File: config.mk
export PLATFORM = sky130hd
export DESIGN_NAME = dpc_clock_control
export DESIGN_NICKNAME = d
export VERILOG_FILES = /design/src/rtl/dpc_div.v /design/src/rtl/dpc_clock_control.v
export VERILOG_INCLUDE_DIRS = /design/src /design/src/rtl
export SDC_FILE = /design/constraint.sdc
export NUM_CORES = 1
export LEC_CHECK = 0
export BUFFER_PORTS_ARGS = -buffer_cell sky130_fd_sc_hd__clkbuf_2
export CORE_MARGIN = 8
export CORE_UTILIZATION = 50
export DETAILED_ROUTE_END_ITERATION = 6
export GPL_TIMING_DRIVEN = 1
export PLACE_DENSITY = 0.79
export SYNTH_ARGS = -nofsm -noshare
export SYNTH_HDL_FRONTEND = slang
export SYNTH_HIERARCHICAL = 1
export SYNTH_SLANG_ARGS = --single-unit
export TNS_END_PERCENT = 50
File: constraint.sdc
create_clock -name clk_in -period 4.3 [get_ports clk_in]
set_clock_uncertainty 0.2 [all_clocks]
set_input_delay 0.645 -clock clk_in [delete_from_list [all_inputs] [get_ports clk_in]]
set_output_delay 0.645 -clock clk_in [all_outputs]
set_load 0.05 [all_outputs]
File: src/rtl/dpc_clock_control_regs.vh
// Register map, field positions and reset values of the clock-control block
`ifndef DPC_CLOCK_CONTROL_REGS_VH
`define DPC_CLOCK_CONTROL_REGS_VH

`define DPC_ADDR_W            4
`define DPC_DATA_W            16

`define DPC_OFS_LOOP_A        4'h0
`define DPC_OFS_LOOP_B        4'h4
`define DPC_OFS_STATUS        4'h8

// loop_ctrl_word_a fields
`define DPC_A_PATH_BIT        0
`define DPC_A_PRE_LSB         1
`define DPC_A_PRE_MSB         3
`define DPC_A_CP_LSB          4
`define DPC_A_CP_MSB          5
`define DPC_A_REFDIV_LSB      8
`define DPC_A_REFDIV_MSB      15
`define DPC_A_RESET           16'h0000
`define DPC_A_WMASK           16'hFF3F

// loop_ctrl_word_b fields
`define DPC_B_SLEEP_BIT       0
`define DPC_B_VCO_LSB         1
`define DPC_B_VCO_MSB         6
`define DPC_B_FBDIV_LSB       8
`define DPC_B_FBDIV_MSB       15
`define DPC_B_RESET           16'h0001
`define DPC_B_WMASK           16'hFF7F

// Status fields
`define DPC_S_LOCK_BIT        0
`define DPC_S_PLLSRC_BIT      1
`define DPC_S_SLEEP_BIT       2
`define DPC_S_PREBAD_BIT      3
`define DPC_S_CP_DBL_BIT      4

// Prescaler and charge pump codes
`define DPC_PRE_MIN           3'h2
`define DPC_PRE_MAX           3'h6
`define DPC_CP_SINGLE         2'h1
`define DPC_CP_DOUBLE         2'h3

// Digital VCO model
`define DPC_FREQ_W            16
`define DPC_VCO_SHIFT         10
`define DPC_LOCK_CNT          4'h8
`define DPC_STEP_SINGLE       16'h0001
`define DPC_STEP_DOUBLE       16'h0002

`endif

File: src/rtl/dpc_div.v
// Programmable pulse divider used for the reference and feedback dividers
module dpc_div (
	input  wire       clk_in,
	input  wire       rst_in,
	input  wire       clr_in,
	input  wire       tick_in,
	input  wire [7:0] ratio_in,
	output reg        pulse_out
);
	reg  [7:0] count_q;
	wire [7:0] last_w;

	// Ratio zero behaves as one so the divider never stalls
	assign last_w = (ratio_in == 8'h00) ? 8'h00 : ratio_in - 8'h01;

	always @(posedge clk_in) begin
		if (rst_in || clr_in) begin
			count_q   <= 8'h00;
			pulse_out <= 1'b0;
		end else begin
			pulse_out <= 1'b0;
			if (tick_in) begin
				if (count_q >= last_w) begin
					count_q   <= 8'h00;
					pulse_out <= 1'b1;
				end else begin
					count_q <= count_q + 8'h01;
				end
			end
		end
	end
endmodule // dpc_div

File: src/rtl/dpc_clock_control.v
// Clock-source selection and digital PLL model for the conversion clock domain
// Summary of operation
// RULE_01 - Conversion logic separate from data-clock write side
// RULE_02 - Path bit low: sample clock from input
// RULE_03 - Sleep bit high: PLL and VCO halted
// RULE_04 - Path bit high: sample clock from PLL
// RULE_05 - Sleep bit low: PLL and VCO run
// RULE_06 - PLL mode multiplies the reference input up
// RULE_07 - Prescaler field is plain binary, 2 to 6
// RULE_08 - Software keeps prescaler times rate in VCO range
// RULE_09 - Six-bit coarse tune shifts VCO centre
// RULE_10 - Reference divider sets phase detector rate
// RULE_11 - Feedback divider lowers phase detector rate
// RULE_12 - Software keeps detector rate below limit
// RULE_13 - Software keeps prescaler times divider 24-480
// RULE_14 - Software picks double pump above 120
// RULE_15 - Pump code 01 single, 11 double
// RULE_16 - Strobe made from feedback divider output
// RULE_17 - Software matches detector rate to strobe rate
// RULE_18 - Software picks strobe rate as documented multiple
// RULE_19 - One multiplexer feeds all conversion logic
`include "dpc_clock_control_regs.vh"

module dpc_clock_control (
	input  wire                   clk_in,
	input  wire                   rst_in,
	input  wire                   conversion_clock_in,
	input  wire                   input_data_clock_in,
	input  wire [`DPC_ADDR_W-1:0] addr_in,
	input  wire [`DPC_DATA_W-1:0] wr_data_in,
	input  wire                   wr_en_in,
	input  wire                   rd_en_in,
	output reg  [`DPC_DATA_W-1:0] rd_data_out,
	output reg                    sample_tick_out,
	output reg                    write_tick_out,
	output reg                    output_strobe_out,
	output reg                    pll_source_out,
	output reg                    pll_sleep_out,
	output reg  [2:0]             prescale_div_out,
	output reg  [1:0]             charge_pump_sel_out,
	output reg                    locked_out
);
	reg  [`DPC_DATA_W-1:0] loop_ctrl_word_a_q;
	reg  [`DPC_DATA_W-1:0] loop_ctrl_word_b_q;
	reg                    conv_prev_q;
	reg                    data_prev_q;
	reg  [`DPC_FREQ_W-1:0] freq_q;
	reg  [`DPC_FREQ_W-1:0] freq_d;
	reg  [`DPC_FREQ_W-1:0] phase_q;
	reg                    dco_tick_q;
	reg                    reload_q;
	reg  signed [2:0]      balance_q;
	reg  signed [2:0]      balance_d;
	reg  [3:0]             lock_cnt_q;
	reg  [3:0]             lock_cnt_d;
	reg  [`DPC_FREQ_W-1:0] step_w;

	wire                   path_pll_w;
	wire                   sleep_w;
	wire [2:0]             pre_code_w;
	wire [1:0]             cp_code_w;
	wire [7:0]             ref_div_w;
	wire [7:0]             fb_div_w;
	wire [5:0]             vco_coarse_w;
	wire                   pre_bad_w;
	wire                   ref_tick_w;
	wire                   data_tick_w;
	wire                   pll_run_w;
	wire                   sel_tick_w;
	wire                   pfd_ref_w;
	wire                   pfd_fb_w;
	wire [`DPC_FREQ_W:0]   phase_sum_w;
	wire [`DPC_FREQ_W-1:0] centre_w;
	wire                   wr_a_w;
	wire                   wr_b_w;

	assign path_pll_w   = loop_ctrl_word_a_q[`DPC_A_PATH_BIT];
	assign pre_code_w   = loop_ctrl_word_a_q[`DPC_A_PRE_MSB:`DPC_A_PRE_LSB];
	assign cp_code_w    = loop_ctrl_word_a_q[`DPC_A_CP_MSB:`DPC_A_CP_LSB];
	assign ref_div_w    = loop_ctrl_word_a_q[`DPC_A_REFDIV_MSB:`DPC_A_REFDIV_LSB];
	assign sleep_w      = loop_ctrl_word_b_q[`DPC_B_SLEEP_BIT];
	assign vco_coarse_w = loop_ctrl_word_b_q[`DPC_B_VCO_MSB:`DPC_B_VCO_LSB];
	assign fb_div_w     = loop_ctrl_word_b_q[`DPC_B_FBDIV_MSB:`DPC_B_FBDIV_LSB];

	assign wr_a_w = wr_en_in && (addr_in == `DPC_OFS_LOOP_A);
	assign wr_b_w = wr_en_in && (addr_in == `DPC_OFS_LOOP_B);

	// RULE_07 prescaler code range
	assign pre_bad_w = (pre_code_w < `DPC_PRE_MIN) || (pre_code_w > `DPC_PRE_MAX);

	// Inputs are synchronous, so a plain edge detector gives the ticks
	assign ref_tick_w  = conversion_clock_in && !conv_prev_q;
	assign data_tick_w = input_data_clock_in && !data_prev_q;

	// RULE_03 sleep halts loop
	// RULE_05 awake loop runs
	assign pll_run_w = !sleep_w;

	// RULE_02 bypass uses input
	// RULE_04 PLL path selected
	// RULE_19 single source mux
	assign sel_tick_w = path_pll_w ? dco_tick_q : ref_tick_w;

	// RULE_09 coarse tune centre
	assign centre_w    = {vco_coarse_w, {`DPC_VCO_SHIFT{1'b0}}};
	assign phase_sum_w = {1'b0, phase_q} + {1'b0, freq_q};

	always @(posedge clk_in) begin
		if (rst_in) begin
			loop_ctrl_word_a_q <= `DPC_A_RESET;
			loop_ctrl_word_b_q <= `DPC_B_RESET;
		end else begin
			if (wr_a_w) begin
				loop_ctrl_word_a_q <= wr_data_in & `DPC_A_WMASK;
			end
			if (wr_b_w) begin
				loop_ctrl_word_b_q <= wr_data_in & `DPC_B_WMASK;
			end
		end
	end

	always @(posedge clk_in) begin
		if (rst_in) begin
			rd_data_out <= {`DPC_DATA_W{1'b0}};
		end else if (rd_en_in) begin
			case (addr_in)
				`DPC_OFS_LOOP_A: begin
					rd_data_out <= loop_ctrl_word_a_q;
				end
				`DPC_OFS_LOOP_B: begin
					rd_data_out <= loop_ctrl_word_b_q;
				end
				`DPC_OFS_STATUS: begin
					rd_data_out <= {11'h000,
						cp_code_w == `DPC_CP_DOUBLE,
						pre_bad_w,
						sleep_w,
						path_pll_w,
						locked_out};
				end
				default: begin
					rd_data_out <= {`DPC_DATA_W{1'b0}};
				end
			endcase
		end else begin
			rd_data_out <= {`DPC_DATA_W{1'b0}};
		end
	end

	// RULE_10 reference divider
	dpc_div u_ref_div (
		.clk_in    (clk_in),
		.rst_in    (rst_in),
		.clr_in    (sleep_w),
		.tick_in   (ref_tick_w),
		.ratio_in  (ref_div_w),
		.pulse_out (pfd_ref_w)
	);

	// RULE_11 feedback divider
	dpc_div u_fb_div (
		.clk_in    (clk_in),
		.rst_in    (rst_in),
		.clr_in    (sleep_w),
		.tick_in   (dco_tick_q),
		.ratio_in  (fb_div_w),
		.pulse_out (pfd_fb_w)
	);

	// RULE_15 pump strength step
	always @* begin
		case (cp_code_w)
			`DPC_CP_SINGLE: begin
				step_w = `DPC_STEP_SINGLE;
			end
			`DPC_CP_DOUBLE: begin
				step_w = `DPC_STEP_DOUBLE;
			end
			default: begin
				step_w = {`DPC_FREQ_W{1'b0}};
			end
		endcase
	end

	// RULE_06 loop pulls VCO up or down
	always @* begin
		freq_d    = freq_q;
		balance_d = balance_q;
		lock_cnt_d = lock_cnt_q;
		if (pfd_ref_w && !pfd_fb_w) begin
			// Hold rather than wrap, a wrap would look like a huge step
			if (freq_q <= ~step_w) begin
				freq_d = freq_q + step_w;
			end
			if (balance_q != 3'sd3) begin
				balance_d = balance_q + 3'sd1;
			end
		end else if (pfd_fb_w && !pfd_ref_w) begin
			if (freq_q >= step_w) begin
				freq_d = freq_q - step_w;
			end
			if (balance_q != -3'sd3) begin
				balance_d = balance_q - 3'sd1;
			end
		end
		if (pfd_ref_w || pfd_fb_w) begin
			if ((balance_d > 3'sd1) || (balance_d < -3'sd1)) begin
				lock_cnt_d = 4'h0;
			end else if (lock_cnt_q != `DPC_LOCK_CNT) begin
				lock_cnt_d = lock_cnt_q + 4'h1;
			end
		end
	end

	always @(posedge clk_in) begin
		if (rst_in) begin
			freq_q     <= {`DPC_FREQ_W{1'b0}};
			phase_q    <= {`DPC_FREQ_W{1'b0}};
			dco_tick_q <= 1'b0;
			reload_q   <= 1'b1;
			balance_q  <= 3'sd0;
			lock_cnt_q <= 4'h0;
		end else if (!pll_run_w) begin
			// Sleeping loop loses lock and restarts from the centre
			phase_q    <= {`DPC_FREQ_W{1'b0}};
			dco_tick_q <= 1'b0;
			reload_q   <= 1'b1;
			balance_q  <= 3'sd0;
			lock_cnt_q <= 4'h0;
		end else if (reload_q || wr_b_w) begin
			freq_q     <= centre_w;
			dco_tick_q <= 1'b0;
			reload_q   <= 1'b0;
			balance_q  <= 3'sd0;
			lock_cnt_q <= 4'h0;
		end else begin
			freq_q     <= freq_d;
			phase_q    <= phase_sum_w[`DPC_FREQ_W-1:0];
			dco_tick_q <= phase_sum_w[`DPC_FREQ_W];
			balance_q  <= balance_d;
			lock_cnt_q <= lock_cnt_d;
		end
	end

	always @(posedge clk_in) begin
		if (rst_in) begin
			// Track the pins in reset, a stale low would fake an edge
			conv_prev_q         <= conversion_clock_in;
			data_prev_q         <= input_data_clock_in;
			sample_tick_out     <= 1'b0;
			write_tick_out      <= 1'b0;
			output_strobe_out   <= 1'b0;
			pll_source_out      <= 1'b0;
			pll_sleep_out       <= 1'b1;
			prescale_div_out    <= 3'h0;
			charge_pump_sel_out <= 2'h0;
			locked_out          <= 1'b0;
		end else begin
			conv_prev_q         <= conversion_clock_in;
			data_prev_q         <= input_data_clock_in;
			// RULE_19 conversion domain tick
			sample_tick_out     <= sel_tick_w;
			// RULE_01 write side tick
			write_tick_out      <= data_tick_w;
			// RULE_16 strobe from feedback
			output_strobe_out   <= path_pll_w && pll_run_w && pfd_fb_w;
			pll_source_out      <= path_pll_w;
			pll_sleep_out       <= sleep_w;
			// RULE_07 binary divider value
			prescale_div_out    <= pre_code_w;
			charge_pump_sel_out <= cp_code_w;
			locked_out          <= pll_run_w && (lock_cnt_d == `DPC_LOCK_CNT);
		end
	end
endmodule // dpc_clock_control

== Yosys cells after proc, flatten, opt, wreduce, memory -nomap -nowiden ==
Cells that the tools add are included.

* Flip-flop bits (word level): 117
* Input bits: 26
* Word-level logic and storage cells: 106
* Output and inout bits: 27

* Reduce and logical (&&, ||, !) cells: 30
* Eq/ne operators: 9
* Multiplexer cells: 21
* Add/sub/neg operators: 10
* Magnitude comparators: 8
* Bitwise logic cells: 5

{| class="wikitable"
|+ Operators with widths
! kind !! number
|-
| 16-bit 2-to-1 mux || 5
|-
| 16-bit one-hot mux with 3 select lines || 1
|-
| 8-bit 2-to-1 mux || 4
|-
| 16-bit by 16-bit adder with 17-bit output || 1
|-
| 16-bit adder || 1
|-
| 8-bit by 1-bit adder with 8-bit output (second input constant) || 2
|-
| 16-bit greater-or-equal comparator || 1
|-
| 8-bit greater-or-equal comparator || 2
|-
| 16-bit <= comparator || 1
|-
| 8-bit zero test || 2
|-
| 16-bit inverter || 1
|-
| 16-bit subtractor || 1
|-
| 8-bit by 1-bit subtractor with 8-bit output (second input constant) || 2
|-
| 3-bit 2-to-1 mux || 4
|-
| 4-bit 2-to-1 mux || 3
|-
| 1-bit logical AND || 9
|-
| 4-bit equality test (second input constant) || 2
|-
| 2-bit OR reduction || 4
|-
| 3-bit != test (second input constant) || 2
|-
| 3-bit nonzero test || 2
|-
| 1-bit zero test || 5
|-
| 1-bit logical OR || 5
|-
| 4-bit by 1-bit adder with 4-bit output (second input constant) || 1
|-
| 4-bit by 3-bit equality test with 1-bit output (second input constant) || 1
|-
| 16 further kinds || 21
|}

== Depth between registers and ports, before layout ==
* Depth after elaboration: 10
* Depth in mapped cells: 11

== Hierarchy ==
The synthesis kept the hierarchy.

{| class="wikitable"
|+ By module, submodules not included
! module !! times used !! cells an instance !! area an instance (um2) !! seq. area each (um2)
|-
| dpc_clock_control || 1 || 628 || 5123.7 || 1961.9
|-
| dpc_div || 2 || 84 || 858.3 || 180.2
|}

== Least setup slack after synthesis ==
Ideal clock, no wire load.

* Path kind: flip-flop to flip-flop
* Start: reg loop_ctrl_word_a_q[4]
* End: reg freq_q[13]
* Cell stages (with the launch flop): 12
* Setup time: 0.128 ns
* Data arrival time: 2.682 ns
* Setup slack: 1.290 ns
* Path through: dfxtp_1 -> nor2b_1 -> ha_1 -> inv_1 -> fa_1 -> or4_1 -> nor3b_2 -> nand3b_1 -> a21oi_4 -> nor2_2 -> a22oi_1 -> nor2_1

* Cells in the longest elaborated chain, start to end: 7

{| class="wikitable"
|+ RTL lines
! element !! RTL line !! text
|-
| start, declared || dpc_clock_control.v:43 || <nowiki>reg [`DPC_DATA_W-1:0] loop_ctrl_word_a_q;</nowiki>
|-
| start signal, assigned || dpc_clock_control.v:110 || <nowiki>loop_ctrl_word_a_q <= `DPC_A_RESET;</nowiki>
|-
| start signal, assigned || dpc_clock_control.v:114 || <nowiki>loop_ctrl_word_a_q <= wr_data_in & `DPC_A_WMASK;</nowiki>
|-
| 2-bit equality test or 2-bit by 1-bit equality test with 1-bit output (tied branches) || dpc_clock_control.v:172 || <nowiki>case (cp_code_w)</nowiki>
|-
| 2-bit one-hot mux with 2 select lines (*) || dpc_clock_control.v:172 ||
|-
| 16-bit subtractor || dpc_clock_control.v:200 || <nowiki>freq_d = freq_q - step_w;</nowiki>
|-
| 16-bit 2-to-1 mux || dpc_clock_control.v:199 || <nowiki>if (freq_q >= step_w) begin</nowiki>
|-
| 16-bit 2-to-1 mux || dpc_clock_control.v:198 || <nowiki>end else if (pfd_fb_w && !pfd_ref_w) begin</nowiki>
|-
| 16-bit 2-to-1 mux || dpc_clock_control.v:190 || <nowiki>if (pfd_ref_w && !pfd_fb_w) begin</nowiki>
|-
| 16-bit 2-to-1 mux || dpc_clock_control.v:230 || <nowiki>end else if (reload_q || wr_b_w) begin</nowiki>
|-
| end signal, assigned || dpc_clock_control.v:217 || <nowiki>freq_q <= {`DPC_FREQ_W{1'b0}};</nowiki>
|-
| end signal, assigned || dpc_clock_control.v:231 || <nowiki>freq_q <= centre_w;</nowiki>
|-
| end signal, assigned || dpc_clock_control.v:237 || <nowiki>freq_q <= freq_d;</nowiki>
|-
| end, declared || dpc_clock_control.v:47 || <nowiki>reg [`DPC_FREQ_W-1:0] freq_q;</nowiki>
|}

Every way passes the cells marked *; elsewhere a longest branch is shown, timed or not. The select of a mux whose other input is x is not followed.
A chain may end at the register's enable or synchronous reset.

== Worst setup path after layout ==
* Start: reg loop_ctrl_word_a_q[4]
* End: reg freq_q[15]

Same word-level chain as after synthesis.

==> impl_metrics.toml <==
[run_status]
status = "completed"

[routing]
avgViaCountPerCell = 5.83
first_pass_iters = 5
route.detailed.drc = 0
routed_wl_microns = 16500
drt_iter0_drc = 568
post_drt_wl_per_cell_microns = 16.1
vias = 5974
drtAntennaViolNets = 0

[die]
core_sq_um = 13300
die_area_sq_um = 17700
die_h_microns = 133
die_w_microns = 133
fp-row-count = 42
start_util = 0.514
io_pins = 53

[clock_tree]
root_buffer = "clkbuf_16"
cts_buffer_depth = 2
cts.clk_slew.worst_paths_ns = 0.06
ctsHoldBuffers = 0
htree_levels = 4
cts_made_buffers = 17
cts_sinks = 116
post_cts_buffers = 0
cts_resized = 0
clk_latency_ns = 0.42
tritoncts = "done"

[final_layout]
final_core_util = 0.583
final_cells = 1025
seq_area_sq_um = 2320
multiInputGateArea_sq_um = 4190
stdcell_area_sq_um = 7750
final_common_cell = "nand2_1"
nFillCells = 1143
drive_gt1_frac = 0.171
syn_to_final_growth_pct = 13.4
layout_common_cells = "nand2_1 (126), dfxtp_1 (116), a21oi_1 (61), nor2_1 (57)"
num_antenna_cells = 0
fin_nets = 915

[power]
pwr-share-clk = 0.531
ir_drop_uv = 240
powerDensity_nw_per_um2 = 337
p_sw_frac = 0.241
leakagePower_nw = 2.87
seq_power_share = 0.416
p_int_mw = 1.99
combPwrFrac = 0.053
p_sw_mw = 0.629

[place]
port_buffers = 50
dp_cells = 993
dpl_cell_area_sq_um = 7170
dp_hpwl_microns = 11400
gp_congestion = 0.870

[timing]
grt_setup_unrepaired = "false"
relSlewSlack = 0.437
setup_viol = 0
period_share = 0.823
hold_viol = 0
tightest_slew_ns = 0.844
worst_hold_slack_ns = 0.140
drv_slew = 0
fmax_ghz = 0.283
tns_ns = 0
min_period_ns = 3.54

[global_route]
grt_pass1_wl_microns = 27100
overflow = 0
track_usage = 0.184
antenna_found_initial = 0
grt_max_degree = 66
grt_pass1_vias = 5533

[synth]
synth-main-ff-cell = "dfxtp_1"
yosysTopAreaCell = "dfxtp_1"
ys_seq_elements = 116
netlist_area_sq_um = 6840
synthArstFlopShare = 0
synth_edf_count = 0
seq_area_frac_synth = 0.339
synthesis.nets = 875
syn_avg_cell_area_sq_um = 8.59
synth.distinct_cells = 82
synthTopCellsByArea = "dfxtp_1 (34%), ha_1 (9.1%), nand2_1 (6.9%)"
synth.top_cell.area_share = 0.339
yosys_warnings = 6
netlist_instances = 796

[critical_path]
rr_endpoint = "freq_q[15]$_SDFFE_PP0P_"
reg2reg_setup_slack_ns = 0.76
cp.required_ns = 4.37
crit_arrival_ns = 3.61
crit_path_start_kind = "register"
worst_setup_path_end_kind = "register"
reg2reg_depth = 11
r2r-start = "loop_ctrl_word_a_q[4]$_SDFFE_PP0P_"
worst-setup-path-type = "register to register"
crit_fanout = 10

[worst_hold_path]
hold_end = "data_prev_q$_DFF_P_"
min_from = "input_data_clock_in"
hold_path_depth = 1
hp-class = "input port to register"

[flow_run]
maxCapViolations = 0
synthesized netlist by cell type (8+ instances only):
cell type    n
dfxtp_1    116
nor4_2      16
a22oi_1     16
nor3_1      24
clkbuf_1    22
nor2b_1     13
inv_1       32
nor2_1      58
xor2_1      13
ha_1        50
o21ai_0     15
a21oi_1     61
nand2_1    126
and3_1       9
xnor2_1     21
nand3_1     21
a31oi_1      8
power by group through the flow:
stage	clock network, mW	logic, mW	registers (mW)
final	1.39	0.138	1.09
after global routing	1.46	0.149	1.09
after CTS	1.40	0.137	1.09
after detailed placement	0	0.136	1.11
after global placement	0	0.134	1.11
after floorplan	0	0.0985	1.11
registers in the layout, indices dropped and copies added (netlist names), 2 cells and up:
name                 cells
balance_q                3
charge_pump_sel_out      2
freq_q                  16
lock_cnt_q               4
loop_ctrl_word_a_q      14
loop_ctrl_word_b_q      15
phase_q                 16
prescale_div_out         3
rd_data_out             15
u_fb_div/count_q         8
u_ref_div/count_q        8
critical path, cell delays in order (launching register included):
cell      delay (ns)
dfxtp_1         0.39
nor2b_1         0.28
ha_1            0.22
inv_1           0.06
fa_1            0.40
or4_1           0.56
nor3b_2         0.30
nand3b_1        0.19
a21oi_4         0.35
nor2_2          0.17
a22oi_1         0.21
nor2_1          0.06
cells by family after synthesis:
logic type | count (synthesis) | share of synthesized area
AOI/OAI and AO/OA | 176 | 0.184
xor gates and xnor gates | 34 | 0.0435
adders and majority gates | 53 | 0.100
buffers and inverters | 70 | 0.0481
DFF | 116 | 0.339
muxes | 9 | 0.0141
other | 1 | 0.000548
and+or+nand+nor | 337 | 0.270
per-stage QoR:
step,power (mW),setup WS [ns]
after floorplan,1.21,1.29
final,2.62,0.762
after CTS,2.63,0.804
after detailed placement,1.25,0.854
after global placement,1.24,0.870
after global routing,2.70,0.468
layout make-up:
type / instances / area share
Tap cell: 176 / 0.0284
Clock buffer: 17 / 0.0549
Multi-Input combinational cell: 610 / 0.541
Clock inverter: 15 / 0.0202
Inverter: 32 / 0.0155
Sequential cell: 116 / 0.299
Timing Repair Buffer: 59 / 0.0410
per-layer routing:
layer / track usage / vias up / part of all wire
li1: - / 2937 / -
met1: 0.231 / 2822 / 0.45
met2: 0.301 / 182 / 0.47
met3: 0.0439 / 33 / 0.059
met4: 0.0688 / 0 / 0.019
met5: 0 / - / 0
how the worst max path moves through the flow:
stage,startpoint,cells past startpoint,to
floorplan,loop_ctrl_word_a_q[4]$_SDFFE_PP0P_,11,freq_q[13]$_SDFFE_PP0P_
detailed placement,loop_ctrl_word_a_q[4]$_SDFFE_PP0P_,11,freq_q[13]$_SDFFE_PP0P_
global placement,loop_ctrl_word_a_q[4]$_SDFFE_PP0P_,11,freq_q[13]$_SDFFE_PP0P_
finish,loop_ctrl_word_a_q[4]$_SDFFE_PP0P_,11,freq_q[15]$_SDFFE_PP0P_
global route,loop_ctrl_word_a_q[4]$_SDFFE_PP0P_,11,freq_q[15]$_SDFFE_PP0P_
CTS,loop_ctrl_word_a_q[4]$_SDFFE_PP0P_,11,freq_q[15]$_SDFFE_PP0P_
Note: power is estimated with default switching activity, not from simulation.
